===== src/design/pes_pkg.sv =====
// Purpose: shared constants and carriers for the phase energy status bank
// Assumes: one 20 MHz clock, DSP results arrive on the same clock
// Notes: offsets are byte addresses of the device register space

package pes_pkg;

  // ****************************************
  // geometry
  // ****************************************
  localparam int PES_NPH = 3;
  localparam int PES_AW = 10;
  typedef logic [PES_AW-1:0] pes_addr_t;

  // ****************************************
  // register offsets, index 0/1/2 = phase a/b/c
  // ****************************************
  localparam pes_addr_t PES_OFS_FLAGS [PES_NPH] = '{10'h144, 10'h230, 10'h31c};
  localparam pes_addr_t PES_OFS_MASK [PES_NPH] = '{10'h145, 10'h231, 10'h31d};
  localparam pes_addr_t PES_OFS_OVFL [PES_NPH] = '{10'h146, 10'h232, 10'h31e};
  localparam pes_addr_t PES_OFS_PF [PES_NPH] = '{10'h1c6, 10'h2b2, 10'h39e};
  localparam pes_addr_t PES_OFS_VRMS [PES_NPH] = '{10'h1c8, 10'h2b4, 10'h3a0};
  localparam pes_addr_t PES_OFS_IRMS [PES_NPH] = '{10'h1cc, 10'h2b8, 10'h3a4};
  localparam pes_addr_t PES_OFS_EPOS [PES_NPH] = '{10'h1e8, 10'h2d4, 10'h3c0};
  localparam pes_addr_t PES_OFS_ENEG [PES_NPH] = '{10'h1ec, 10'h2d8, 10'h3c4};
  localparam pes_addr_t PES_OFS_EAPP [PES_NPH] = '{10'h1f8, 10'h2e4, 10'h3d0};
  localparam pes_addr_t PES_OFS_FREQ = 10'h3fc;

  // ****************************************
  // field positions
  // ****************************************
  localparam int PES_BIT_OC = 0;
  localparam int PES_BIT_OV = 1;
  localparam int PES_BIT_UV = 2;
  localparam int PES_BIT_MISS_CROSS = 3;
  localparam int PES_BIT_DIR_CHANGE = 4;
  localparam int PES_BIT_DIR = 6;
  localparam int PES_BIT_FWD_WRAP = 0;
  localparam int PES_BIT_REV_WRAP = 1;
  localparam int PES_BIT_APP_WRAP = 4;
  localparam int PES_NCOND = 5;

  // implemented bits; everything else reads zero
  localparam logic [7:0] PES_IMPL_FLAGS = 8'h1f;
  localparam logic [7:0] PES_IMPL_OVFL = 8'h13;
  localparam logic [4:0] PES_RST_MASK = 5'h00;
  localparam logic [7:0] PES_RST_FLAGS = 8'h00;
  localparam logic [15:0] PES_RST_PF = 16'h0000;
  localparam logic [31:0] PES_RST_WORD = 32'h0000_0000;

  // ****************************************
  // carriers
  // ****************************************
  typedef struct packed {
    logic signed [31:0] act;   // active power, signed
    logic [31:0] app;          // apparent power
    logic signed [15:0] pf;    // lsb = 2^-14
    logic [31:0] vrms;         // lsb = full scale / 2^24
    logic [31:0] irms;         // lsb = full scale / 2^24
    logic [3:0] cond;          // missing crossing, low volt, high volt, high current pulses
  } pes_phase_in_s;

  typedef struct packed {
    logic wr;
    logic rd;
    pes_addr_t addr;
    logic [7:0] wdata;
  } pes_reg_req_s;

endpackage


===== src/design/pes_regs.sv =====
// Purpose: per-phase status, mask and measurement register bank
// Assumes: serial port logic presents decoded byte-address requests
// Notes: reads answer one cycle after the request
//
// Contract
// - mask bit 0 routes phase overcurrent events to the shared flag.
// - mask bit 1 routes phase overvoltage events to the shared flag.
// - mask bit 2 routes phase undervoltage events to the shared flag.
// - mask bit 3 routes missing zero crossing events to the shared flag.
// - mask bit 4 routes real power direction changes to the shared flag.
// - mask bit 6 shows energy direction, zero positive, one negative.
// - overflow bit 4 sets when the apparent energy accumulator wraps.
// - overflow bit 1 sets when the reverse real accumulator wraps.
// - overflow bit 0 sets when the forward real accumulator wraps.
// - overflow flags stay set until host clears; never an error.
// - positive active power added each DSP cycle to forward accumulator.
// - negative active power magnitude added each DSP cycle to reverse accumulator.
// - power factor is signed 16 bits, lsb 2^-14, negative is reversed.
// - rms voltage holds latest DSP cycle value, lsb full scale/2^24.
// - rms current holds latest DSP cycle value, lsb full scale/2^24.
// - line frequency is reported with lsb of one millihertz.
// - phase condition flags are sticky, cleared only by host.
// - apparent power added each DSP cycle to apparent accumulator.

`timescale 1ns/1ps
`default_nettype none

module pes_regs
  import pes_pkg::*;
#(
  parameter int NPH = PES_NPH
) (
  input wire logic i_clk_sys,
  input wire logic i_rst,
  input wire logic i_dsp_tick,
  input wire pes_phase_in_s i_phase [NPH],
  input wire logic [15:0] i_line_freq,
  input wire pes_reg_req_s i_req,
  output logic [31:0] o_reg_rdata,
  output logic o_reg_rvalid,
  output logic [PES_NCOND-1:0] o_route_set
);

  // ****************************************
  // address decode helper
  // ****************************************
  function automatic logic hit(input pes_addr_t a, input pes_addr_t ofs);
    hit = (a == ofs);
  endfunction

  // ****************************************
  // per-phase storage
  // ****************************************
  logic [4:0] mask_q [NPH];
  logic [4:0] mask_d [NPH];
  logic dir_q [NPH];
  logic dir_seen_q [NPH];
  logic [15:0] pf_q [NPH];
  logic [31:0] vrms_q [NPH];
  logic [31:0] irms_q [NPH];
  logic [15:0] freq_q;

  logic [31:0] epos [NPH];
  logic [31:0] eneg [NPH];
  logic [31:0] eapp [NPH];
  logic wrap_pos [NPH];
  logic wrap_neg [NPH];
  logic wrap_app [NPH];
  logic [7:0] flags [NPH];
  logic [7:0] ovfl [NPH];

  logic [PES_NCOND-1:0] route_ph [NPH];
  logic [PES_NCOND-1:0] route_d;
  logic [31:0] rd_ph [NPH];
  logic [31:0] rd_any;
  logic [31:0] rd_freq;

  // ****************************************
  // one slice per phase
  // ****************************************
  genvar p;
  generate
    for (p = 0; p < NPH; p++) begin : g_ph
      logic neg_now;
      logic pos_now;
      logic dir_change;
      logic wr_flags;
      logic wr_mask;
      logic wr_ovfl;
      logic [PES_NCOND-1:0] events;
      logic [7:0] flag_set;
      logic [7:0] ovfl_set;
      logic [31:0] mag_neg;

      // sign of active power; zero counts as forward flow
      assign neg_now = i_phase[p].act[31];
      assign pos_now = ~neg_now & (i_phase[p].act != 32'sh0);
      // two's complement magnitude; most negative code maps to 2^31
      assign mag_neg = 32'h0000_0000 - i_phase[p].act;

      // direction change needs a previous sample to compare against
      assign dir_change = i_dsp_tick & dir_seen_q[p] & (neg_now != dir_q[p]);

      // condition event bits in mask bit order
      assign events[PES_BIT_OC] = i_phase[p].cond[PES_BIT_OC];
      assign events[PES_BIT_OV] = i_phase[p].cond[PES_BIT_OV];
      assign events[PES_BIT_UV] = i_phase[p].cond[PES_BIT_UV];
      assign events[PES_BIT_MISS_CROSS] = i_phase[p].cond[PES_BIT_MISS_CROSS];
      assign events[PES_BIT_DIR_CHANGE] = dir_change;

      // masked routing toward the shared flag register
      assign route_ph[p] = events & mask_q[p];

      // write strobes for the writable registers
      assign wr_flags = i_req.wr & hit(i_req.addr, PES_OFS_FLAGS[p]);
      assign wr_mask = i_req.wr & hit(i_req.addr, PES_OFS_MASK[p]);
      assign wr_ovfl = i_req.wr & hit(i_req.addr, PES_OFS_OVFL[p]);

      // only the route enables are writable; direction is status
      assign mask_d[p] = wr_mask ? i_req.wdata[4:0] : mask_q[p];

      assign flag_set = {3'b000, events};

      // wrap pulses placed at their flag positions
      assign ovfl_set = (8'(wrap_app[p]) << PES_BIT_APP_WRAP)
                      | (8'(wrap_neg[p]) << PES_BIT_REV_WRAP)
                      | (8'(wrap_pos[p]) << PES_BIT_FWD_WRAP);

      // sticky condition flags, host clears by writing zero
      pes_sticky #(
        .IMPL(PES_IMPL_FLAGS)
      ) u_flags (
        .i_clk_sys(i_clk_sys),
        .i_rst(i_rst),
        .i_set(flag_set),
        .i_wr(wr_flags),
        .i_wdata(i_req.wdata),
        .o_flags(flags[p])
      );

      // sticky wrap flags; hardware never clears them
      pes_sticky #(
        .IMPL(PES_IMPL_OVFL)
      ) u_ovfl (
        .i_clk_sys(i_clk_sys),
        .i_rst(i_rst),
        .i_set(ovfl_set),
        .i_wr(wr_ovfl),
        .i_wdata(i_req.wdata),
        .o_flags(ovfl[p])
      );

      // forward real energy, only for positive power
      pes_energy_acc #(
        .W(32)
      ) u_epos (
        .i_clk_sys(i_clk_sys),
        .i_rst(i_rst),
        .i_en(i_dsp_tick & pos_now),
        .i_add(i_phase[p].act),
        .o_acc(epos[p]),
        .o_wrap(wrap_pos[p])
      );

      // reverse real energy, magnitude of negative power
      pes_energy_acc #(
        .W(32)
      ) u_eneg (
        .i_clk_sys(i_clk_sys),
        .i_rst(i_rst),
        .i_en(i_dsp_tick & neg_now),
        .i_add(mag_neg),
        .o_acc(eneg[p]),
        .o_wrap(wrap_neg[p])
      );

      // apparent energy, every dsp cycle
      pes_energy_acc #(
        .W(32)
      ) u_eapp (
        .i_clk_sys(i_clk_sys),
        .i_rst(i_rst),
        .i_en(i_dsp_tick),
        .i_add(i_phase[p].app),
        .o_acc(eapp[p]),
        .o_wrap(wrap_app[p])
      );

      // mask and direction state
      always_ff @(posedge i_clk_sys) begin
        if (i_rst) begin
          mask_q[p] <= PES_RST_MASK;
          dir_q[p] <= 1'b0;
          dir_seen_q[p] <= 1'b0;
        end else begin
          mask_q[p] <= mask_d[p];
          if (i_dsp_tick) begin
            dir_q[p] <= neg_now;
            dir_seen_q[p] <= 1'b1;
          end
        end
      end

      // measurement snapshots, refreshed each dsp cycle
      always_ff @(posedge i_clk_sys) begin
        if (i_rst) begin
          pf_q[p] <= PES_RST_PF;
          vrms_q[p] <= PES_RST_WORD;
          irms_q[p] <= PES_RST_WORD;
        end else if (i_dsp_tick) begin
          pf_q[p] <= i_phase[p].pf;
          vrms_q[p] <= i_phase[p].vrms;
          irms_q[p] <= i_phase[p].irms;
        end
      end

      // read selection for this phase; zero when nothing matches
      assign rd_ph[p] =
        hit(i_req.addr, PES_OFS_FLAGS[p]) ? {24'h0, flags[p]} :
        hit(i_req.addr, PES_OFS_MASK[p]) ?
          {24'h0, 1'b0, dir_q[p], 1'b0, mask_q[p]} :
        hit(i_req.addr, PES_OFS_OVFL[p]) ? {24'h0, ovfl[p]} :
        hit(i_req.addr, PES_OFS_PF[p]) ? {16'h0, pf_q[p]} :
        hit(i_req.addr, PES_OFS_VRMS[p]) ? vrms_q[p] :
        hit(i_req.addr, PES_OFS_IRMS[p]) ? irms_q[p] :
        hit(i_req.addr, PES_OFS_EPOS[p]) ? epos[p] :
        hit(i_req.addr, PES_OFS_ENEG[p]) ? eneg[p] :
        hit(i_req.addr, PES_OFS_EAPP[p]) ? eapp[p] :
        32'h0000_0000;
    end
  endgenerate

  // ****************************************
  // line frequency snapshot
  // ****************************************
  // one count per millihertz, taken as delivered by the dsp
  always_ff @(posedge i_clk_sys) begin
    if (i_rst) begin
      freq_q <= PES_RST_PF;
    end else if (i_dsp_tick) begin
      freq_q <= i_line_freq;
    end
  end

  assign rd_freq = hit(i_req.addr, PES_OFS_FREQ) ? {16'h0, freq_q} : 32'h0000_0000;

  // ****************************************
  // merge phases
  // ****************************************
  // offsets never overlap, so an or-merge is a clean mux
  always_comb begin
    rd_any = rd_freq;
    route_d = '0;
    for (int k = 0; k < NPH; k++) begin
      rd_any = rd_any | rd_ph[k];
      route_d = route_d | route_ph[k];
    end
  end

  // ****************************************
  // registered outputs
  // ****************************************
  // unmapped reads still answer, with zero data
  always_ff @(posedge i_clk_sys) begin
    if (i_rst) begin
      o_reg_rdata <= PES_RST_WORD;
      o_reg_rvalid <= 1'b0;
      o_route_set <= '0;
    end else begin
      o_reg_rvalid <= i_req.rd;
      if (i_req.rd) begin
        o_reg_rdata <= rd_any;
      end
      o_route_set <= route_d;
    end
  end

endmodule

`default_nettype wire


===== src/design/pes_sticky.sv =====
// Purpose: byte of sticky flags, set by hardware, cleared by writing zero
// Assumes: set pulses and writes on the same clock
// Notes: a set in the clearing cycle survives

`timescale 1ns/1ps
`default_nettype none

module pes_sticky
  import pes_pkg::*;
#(
  parameter logic [7:0] IMPL = 8'hff
) (
  input wire logic i_clk_sys,
  input wire logic i_rst,
  input wire logic [7:0] i_set,
  input wire logic i_wr,
  input wire logic [7:0] i_wdata,
  output logic [7:0] o_flags
);
  logic [7:0] clr;
  logic [7:0] flags_d;

  // zero written clears, one written keeps; set beats clear
  assign clr = i_wr ? ~i_wdata : 8'h00;
  assign flags_d = ((o_flags & ~clr) | i_set) & IMPL;

  always_ff @(posedge i_clk_sys) begin
    if (i_rst) begin
      o_flags <= PES_RST_FLAGS;
    end else begin
      o_flags <= flags_d;
    end
  end

endmodule

`default_nettype wire


===== src/design/pes_energy_acc.sv =====
// Purpose: 32-bit wrapping energy accumulator with wrap pulse
// Assumes: i_en is one cycle per DSP cycle at most
// Notes: the wrap pulse is registered beside the sum

`timescale 1ns/1ps
`default_nettype none

module pes_energy_acc
  import pes_pkg::*;
#(
  parameter int W = 32
) (
  input wire logic i_clk_sys,
  input wire logic i_rst,
  input wire logic i_en,
  input wire logic [W-1:0] i_add,
  output logic [W-1:0] o_acc,
  output logic o_wrap
);
  logic [W:0] sum;

  // carry out of the top bit is the wrap
  assign sum = {1'b0, o_acc} + {1'b0, i_add};

  always_ff @(posedge i_clk_sys) begin
    if (i_rst) begin
      o_acc <= W'(PES_RST_WORD);
      o_wrap <= 1'b0;
    end else begin
      o_wrap <= i_en & sum[W];
      if (i_en) begin
        o_acc <= sum[W-1:0];
      end
    end
  end

endmodule

`default_nettype wire


===== config.mk =====
export PLATFORM = sky130hd
export DESIGN_NAME = pes_regs
export DESIGN_NICKNAME = d
export VERILOG_FILES = /design/src/design/pes_pkg.sv /design/src/design/pes_regs.sv /design/src/design/pes_sticky.sv /design/src/design/pes_energy_acc.sv
export SDC_FILE = /design/constraint.sdc
export NUM_CORES = 2
export LEC_CHECK = 0
export ABC_AREA = 1
export BUFFER_PORTS_ARGS = -buffer_cell sky130_fd_sc_hd__buf_2
export CAP_MARGIN = 10
export CORE_ASPECT_RATIO = 2
export CORE_MARGIN = 3
export CORE_UTILIZATION = 65
export DETAILED_ROUTE_END_ITERATION = 8
export GPL_TIMING_DRIVEN = 0
export PLACE_DENSITY = 0.94
export SETUP_SLACK_MARGIN = 0.2
export SLEW_MARGIN = 25
export SYNTH_ARGS = -nofsm -noshare
export SYNTH_HDL_FRONTEND = slang
export SYNTH_SLANG_ARGS = --single-unit
export TNS_END_PERCENT = 30

===== constraint.sdc =====
create_clock -name i_clk_sys -period 22.6 [get_ports i_clk_sys]
set_input_delay 2.26 -clock i_clk_sys [delete_from_list [all_inputs] [get_ports i_clk_sys]]
set_output_delay 2.26 -clock i_clk_sys [all_outputs]
set_load 0.05 [all_outputs]

==> impl_metrics.env, run 1 <==
export IMPL_status="aborted with a tool error"
export IMPL_stop_stage="global routing (5_1_grt)"
export IMPL_error_line="[ERROR GRT-0116] Global routing finished with congestion. Check the congestion regions in the DRC Viewer."
export IMPL_grt_ovfl_total=294
export IMPL_dp_hpwl_mm=194
export IMPL_cts_sinks=635
export IMPL_root_buffer="clkbuf_16"
export IMPL_start_util=0.658
export IMPL_cts_hold_buf=0
export IMPL_post_cts_buffers=0
export IMPL_synth_enable_flop_cells=244
export IMPL_yosysUniqueCellTypes=60
export IMPL_die_w_um=197
export IMPL_place_gp_congestion=1.31
export IMPL_grt_pass1_wl_mm=426
export IMPL_post_cts_resized=0
export IMPL_syn_inst=7044
export IMPL_synth_main_ff_cell="dfxtp_1"
export IMPL_rows=139
export IMPL_yosys_warnings=0
export IMPL_avgSynthCellArea_um2=6.70
export IMPL_cts_buffers=59
export IMPL_synth_seq_cells=635
export IMPL_grt_max_degree=61
export IMPL_synthArstFlopShare=0
export IMPL_synth_seq_area_share=0.321
export IMPL_die_h_um=387
export IMPL_syn_area_um2=47200
export IMPL_cts_path_max_buffers=3
export IMPL_syn_num_nets=7827
export IMPL_port_buffers=515
export IMPL_htreeDepth=2
export IMPL_track_usage=0.744
export IMPL_ioPinCount=521
export IMPL_grt_pass1_vias=60530
[routing by layer]
metal	GRT usage	overflow
met1	0.699	1
met2	0.932	167
met3	0.579	2
met4	0.818	121
met5	0.198	3
[cell families after synthesis]
kind of cell,after synthesis,share of synthesized area
buffers and inverters,1307,0.106
xor gates and xnor gates,178,0.0330
AOI/OAI and AO/OA,1618,0.189
DFF,635,0.321
adders and majority gates,300,0.0809
and+or+nand+nor,3006,0.270
[through the flow]
stage / setup slack [ns] / cells / util / hold WS, ns / instance area [µm²]
floorplan: 12.41 / 7044 / - / 0.415 / 47200
global placement: 8.63 / 8475 / 0.709 / 0.423 / 51000
detailed placement: 16.34 / 8481 / 0.711 / 0.440 / 51100
CTS: 16.99 / 8591 / 0.739 / 0.436 / 53100
[synth_stat cells, drive strengths merged, types with 32 or more instances]
library cell | count | share of area
a21o | 37 | 0.0059
a21oi | 675 | 0.072
buf | 63 | 0.0073
clkbuf | 128 | 0.010
dfxtp | 391 | 0.17
edfxtp | 244 | 0.16
ha | 291 | 0.077
inv | 1111 | 0.088
nand2 | 1420 | 0.11
nand3 | 396 | 0.043
nand3b | 33 | 0.0052
nand4 | 126 | 0.017
nor2 | 875 | 0.072
nor3 | 78 | 0.0093
o211ai | 75 | 0.012
o21a | 39 | 0.0062
o21ai | 609 | 0.065
o21bai | 44 | 0.0070
or2 | 32 | 0.0042
xnor2 | 63 | 0.012
xor2 | 115 | 0.021
==> inputs of run 2 (changes only) <==
--- a/config.mk
+++ b/config.mk
@@ -8,13 +8,11 @@
 export ABC_AREA = 1
 export BUFFER_PORTS_ARGS = -buffer_cell sky130_fd_sc_hd__buf_2
 export CAP_MARGIN = 10
-export CORE_ASPECT_RATIO = 2
 export CORE_MARGIN = 3
-export CORE_UTILIZATION = 65
+export CORE_UTILIZATION = 40
 export DETAILED_ROUTE_END_ITERATION = 8
 export GPL_TIMING_DRIVEN = 0
-export PLACE_DENSITY = 0.94
-export SETUP_SLACK_MARGIN = 0.2
+export PLACE_DENSITY_LB_ADDON = 0.15
 export SLEW_MARGIN = 25
 export SYNTH_ARGS = -nofsm -noshare
 export SYNTH_HDL_FRONTEND = slang
==> run 2 against run 1 <==
  * The flow now finishes without violations
  * Area after synthesis unchanged
  * Synthesized cell count unchanged
==> impl_metrics.env, run 2 <==
export IMPL_status="finished clean"
export IMPL_wl_met3_mm=27.4
export IMPL_peakVddDrop_uv=56.7
export IMPL_syn_area_um2=47200
export IMPL_critical_path_class="in2reg"
export IMPL_wire_per_inst_um=26.4
export IMPL_place_gp_congestion=1.07
export IMPL_clkSlewWorstSetupHoldPaths_ns=0.06
export IMPL_port_buffers=515
export IMPL_yosys_warnings=0
export IMPL_worstHoldPathCells=2
export IMPL_tns_ns=0
export IMPL_die_h_um=350
export IMPL_first_iter_violations=6203
export IMPL_post_drt_via_cell_ratio=5.68
export IMPL_startpoint_type="input pin"
export IMPL_power_share_clock=0.379
export IMPL_p_int_uw=2370
export IMPL_syn_num_nets=7827
export IMPL_avgSynthCellArea_um2=6.70
export IMPL_powerDensity_nw_per_um2=67.5
export IMPL_drt_pass1_iterations=8
export IMPL_hold_end="g_ph[1].u_ovfl.o_flags[0]"
export IMPL_dp_hpwl_mm=205
export IMPL_cts_path_max_buffers=3
export IMPL_mostFrequentLayoutCell="nand2_1"
export IMPL_htreeDepth=3
export IMPL_critPathMaxFanout=6
export IMPL_wl_met1_mm=105
export IMPL_required_ns=23.19
export IMPL_coreArea_um2=117000
export IMPL_drv_cap=0
export IMPL_synth_most_common_cell="nand2_1"
export IMPL_cts_buffers=81
export IMPL_top_layer="met5"
export IMPL_crit_chain="buf_2 -> inv_1 -> ha_1 -> nand3_1 -> nor2_1 -> nand2_1 -> nor3_4 -> nand2_1 -> nor3_1 -> nand2_1 -> nor2_1 -> xor2_1 -> inv_1 -> ha_1 -> a21oi_1 -> o21ai_0 -> a21oi_1 -> o21ai_0 -> a21oi_1 -> nand2_1 -> nand2_1 -> nand2_1 -> o21ai_0 -> inv_1"
export IMPL_grt_pass1_wl_mm=339
export IMPL_cts_sinks=635
export IMPL_crit_path_max_incr_delay_ns=0.35
export IMPL_min_period_ns=5.79
export IMPL_post_cts_buffers=0
export IMPL_synth_top_cells_by_area="dfxtp_1, edfxtp_1, nand2_1"
export IMPL_synth_seq_area_share=0.321
export IMPL_rr_endpoint="g_ph[1].u_eapp.o_acc[30]"
export IMPL_crit_top_cell="nand2_1"
export IMPL_setup_viol_count_final=0
export IMPL_r2r_slack_ns=19.05
export IMPL_met2_length_mm=101
export IMPL_end_kind="flop"
export IMPL_cts_tree="yes"
export IMPL_crit_arrival_ns=6.38
export IMPL_root_buffer="clkbuf_16"
export IMPL_netlist_area_leader_share=0.166
export IMPL_power_uw=3690
export IMPL_grt_max_degree=53
export IMPL_finalCritPeriodShare=0.256
export IMPL_post_cts_resized=0
export IMPL_nets=8431
export IMPL_ioPinCount=521
export IMPL_tightest_slew_ns=1.21
export IMPL_synthArstFlopShare=0
export IMPL_crit_path_start="i_phase[413]"
export IMPL_grt_pass1_vias=47887
export IMPL_p_leak_uw=0.0272
export IMPL_p_sw_frac=0.358
export IMPL_hold_path_startpoint="g_ph[1].u_epos.o_wrap"
export IMPL_p_sw_uw=1320
export IMPL_grt_ovfl_total=0
export IMPL_ant_nets=0
export IMPL_yosys_area_top_type="dfxtp_1"
export IMPL_track_usage=0.386
export IMPL_relSlewSlack=0.194
export IMPL_reg2reg_depth=9
export IMPL_drt_wl_total_mm=245
export IMPL_max_freq_mhz=173
export IMPL_antenna_found_initial=29
export IMPL_synth_seq_cells=635
export IMPL_insertion_delay_ns=0.71
export IMPL_power_frac_seq=0.371
export IMPL_final_hold_viol_count=0
export IMPL_drc=0
export IMPL_vias=52589
export IMPL_timing_rr_start="g_ph[1].u_eapp.o_acc[0]"
export IMPL_die_w_um=350
export IMPL_rsz0062_at_grt="no"
export IMPL_synth_enable_flop_cells=244
export IMPL_syn2layout_area_growth_pct=15.9
export IMPL_syn_inst=7044
export IMPL_rows=125
export IMPL_yosysUniqueCellTypes=60
export IMPL_cts_hold_buf=0
export IMPL_hold_path_class="reg2reg"
export IMPL_drive_above_1_share=0.105
export IMPL_cp_slowest_cell="ha_1"
export IMPL_die_area_um2=122000
export IMPL_fin_worst_skew_ns=0.0285
export IMPL_post_route_util=0.469
export IMPL_comb_power_share=0.250
export IMPL_ys_top_cells_by_count="nand2_1, inv_1, nor2_1"
export IMPL_final_cell_mix="nand2_1, inv_1, nor2_1"
export IMPL_start_util=0.405
export IMPL_synth_main_ff_cell="dfxtp_1"
export IMPL_finalMaxSlewViolations=0
==> run 2: cell families (layout without fill, tap and decap cells) <==
logic type / Yosys count / after routing / share of synthesized area
DFF: 635 / 635 / 0.321
AOI/OAI and AO/OA: 1618 / 1618 / 0.189
and+or+nand+nor: 3006 / 3006 / 0.270
other: 0 / 19 / 0
xor gates and xnor gates: 178 / 178 / 0.0330
adders and majority gates: 300 / 300 / 0.0809
buffers and inverters: 1307 / 1980 / 0.106
==> run 2: cell type report <==
| type | count | area [µm²] |
|---|---|---|
| fill | 12315 | 61900 |
| multi-input combinational | 5102 | 27100 |
| sequential | 635 | 15200 |
| inverter | 1116 | 4190 |
| timing repair buffer | 521 | 2740 |
| clock buffer | 112 | 2250 |
| tap | 1524 | 1910 |
| buffer | 191 | 848 |
| clock inverter | 40 | 551 |
| antenna | 19 | 47.5 |
==> run 2: how the worst max path moves through the flow <==
stage / to / slack (ns) / cells past startpoint
after floorplan: dir_q[0] / 12.41 / 4
after global placement: vrms_q[2][22] / 7.65 / 5
after detailed placement: g_ph[0].u_eneg.o_acc[31] / 16.20 / 24
after CTS: g_ph[0].u_eneg.o_wrap / 16.90 / 22
after global routing: g_ph[0].u_eneg.o_acc[31] / 16.35 / 24
final: g_ph[0].u_eneg.o_acc[31] / 16.81 / 24
==> run 2: critical path, delay by kind of cell <==
kind,cells,cell delay (ns)
simple gates,11,1.74
compound gates,6,1.17
buf+inv,4,0.41
fa+ha+maj,2,0.55
xor+xnor,1,0.22
==> run 2: power groups by stage <==
stage,logic (µW),registers [µW],clock network [µW]
final,924,1370,1400
after global routing,1010,1370,1450
after CTS,899,1370,1410
after global placement,890,1400,0
after detailed placement,894,1390,0
after floorplan,563,1360,0
==> run 2: routing by layer <==
layer,up-vias,global-route usage
met1,24761,0.541
li1,24583,-
met3,389,0.0949
met4,14,0.152
met2,2842,0.568
met5,-,0
==> run 2: metrics by stage <==
stage          hold WS [ns]  std cells  worst slack [ns]  instance area [µm²]
2_1_floorplan         0.415       7044             12.41                47200
3_3_place_gp          0.427       9083              7.65                51700
3_5_place_dp          0.428       9089             16.20                51900
4_1_cts               0.418       9241             16.90                54700
5_1_grt               0.455       9246             16.35                54700
6_report              0.439       9260             16.81                54800
Note: power is estimated with default switching activity, not from simulation.
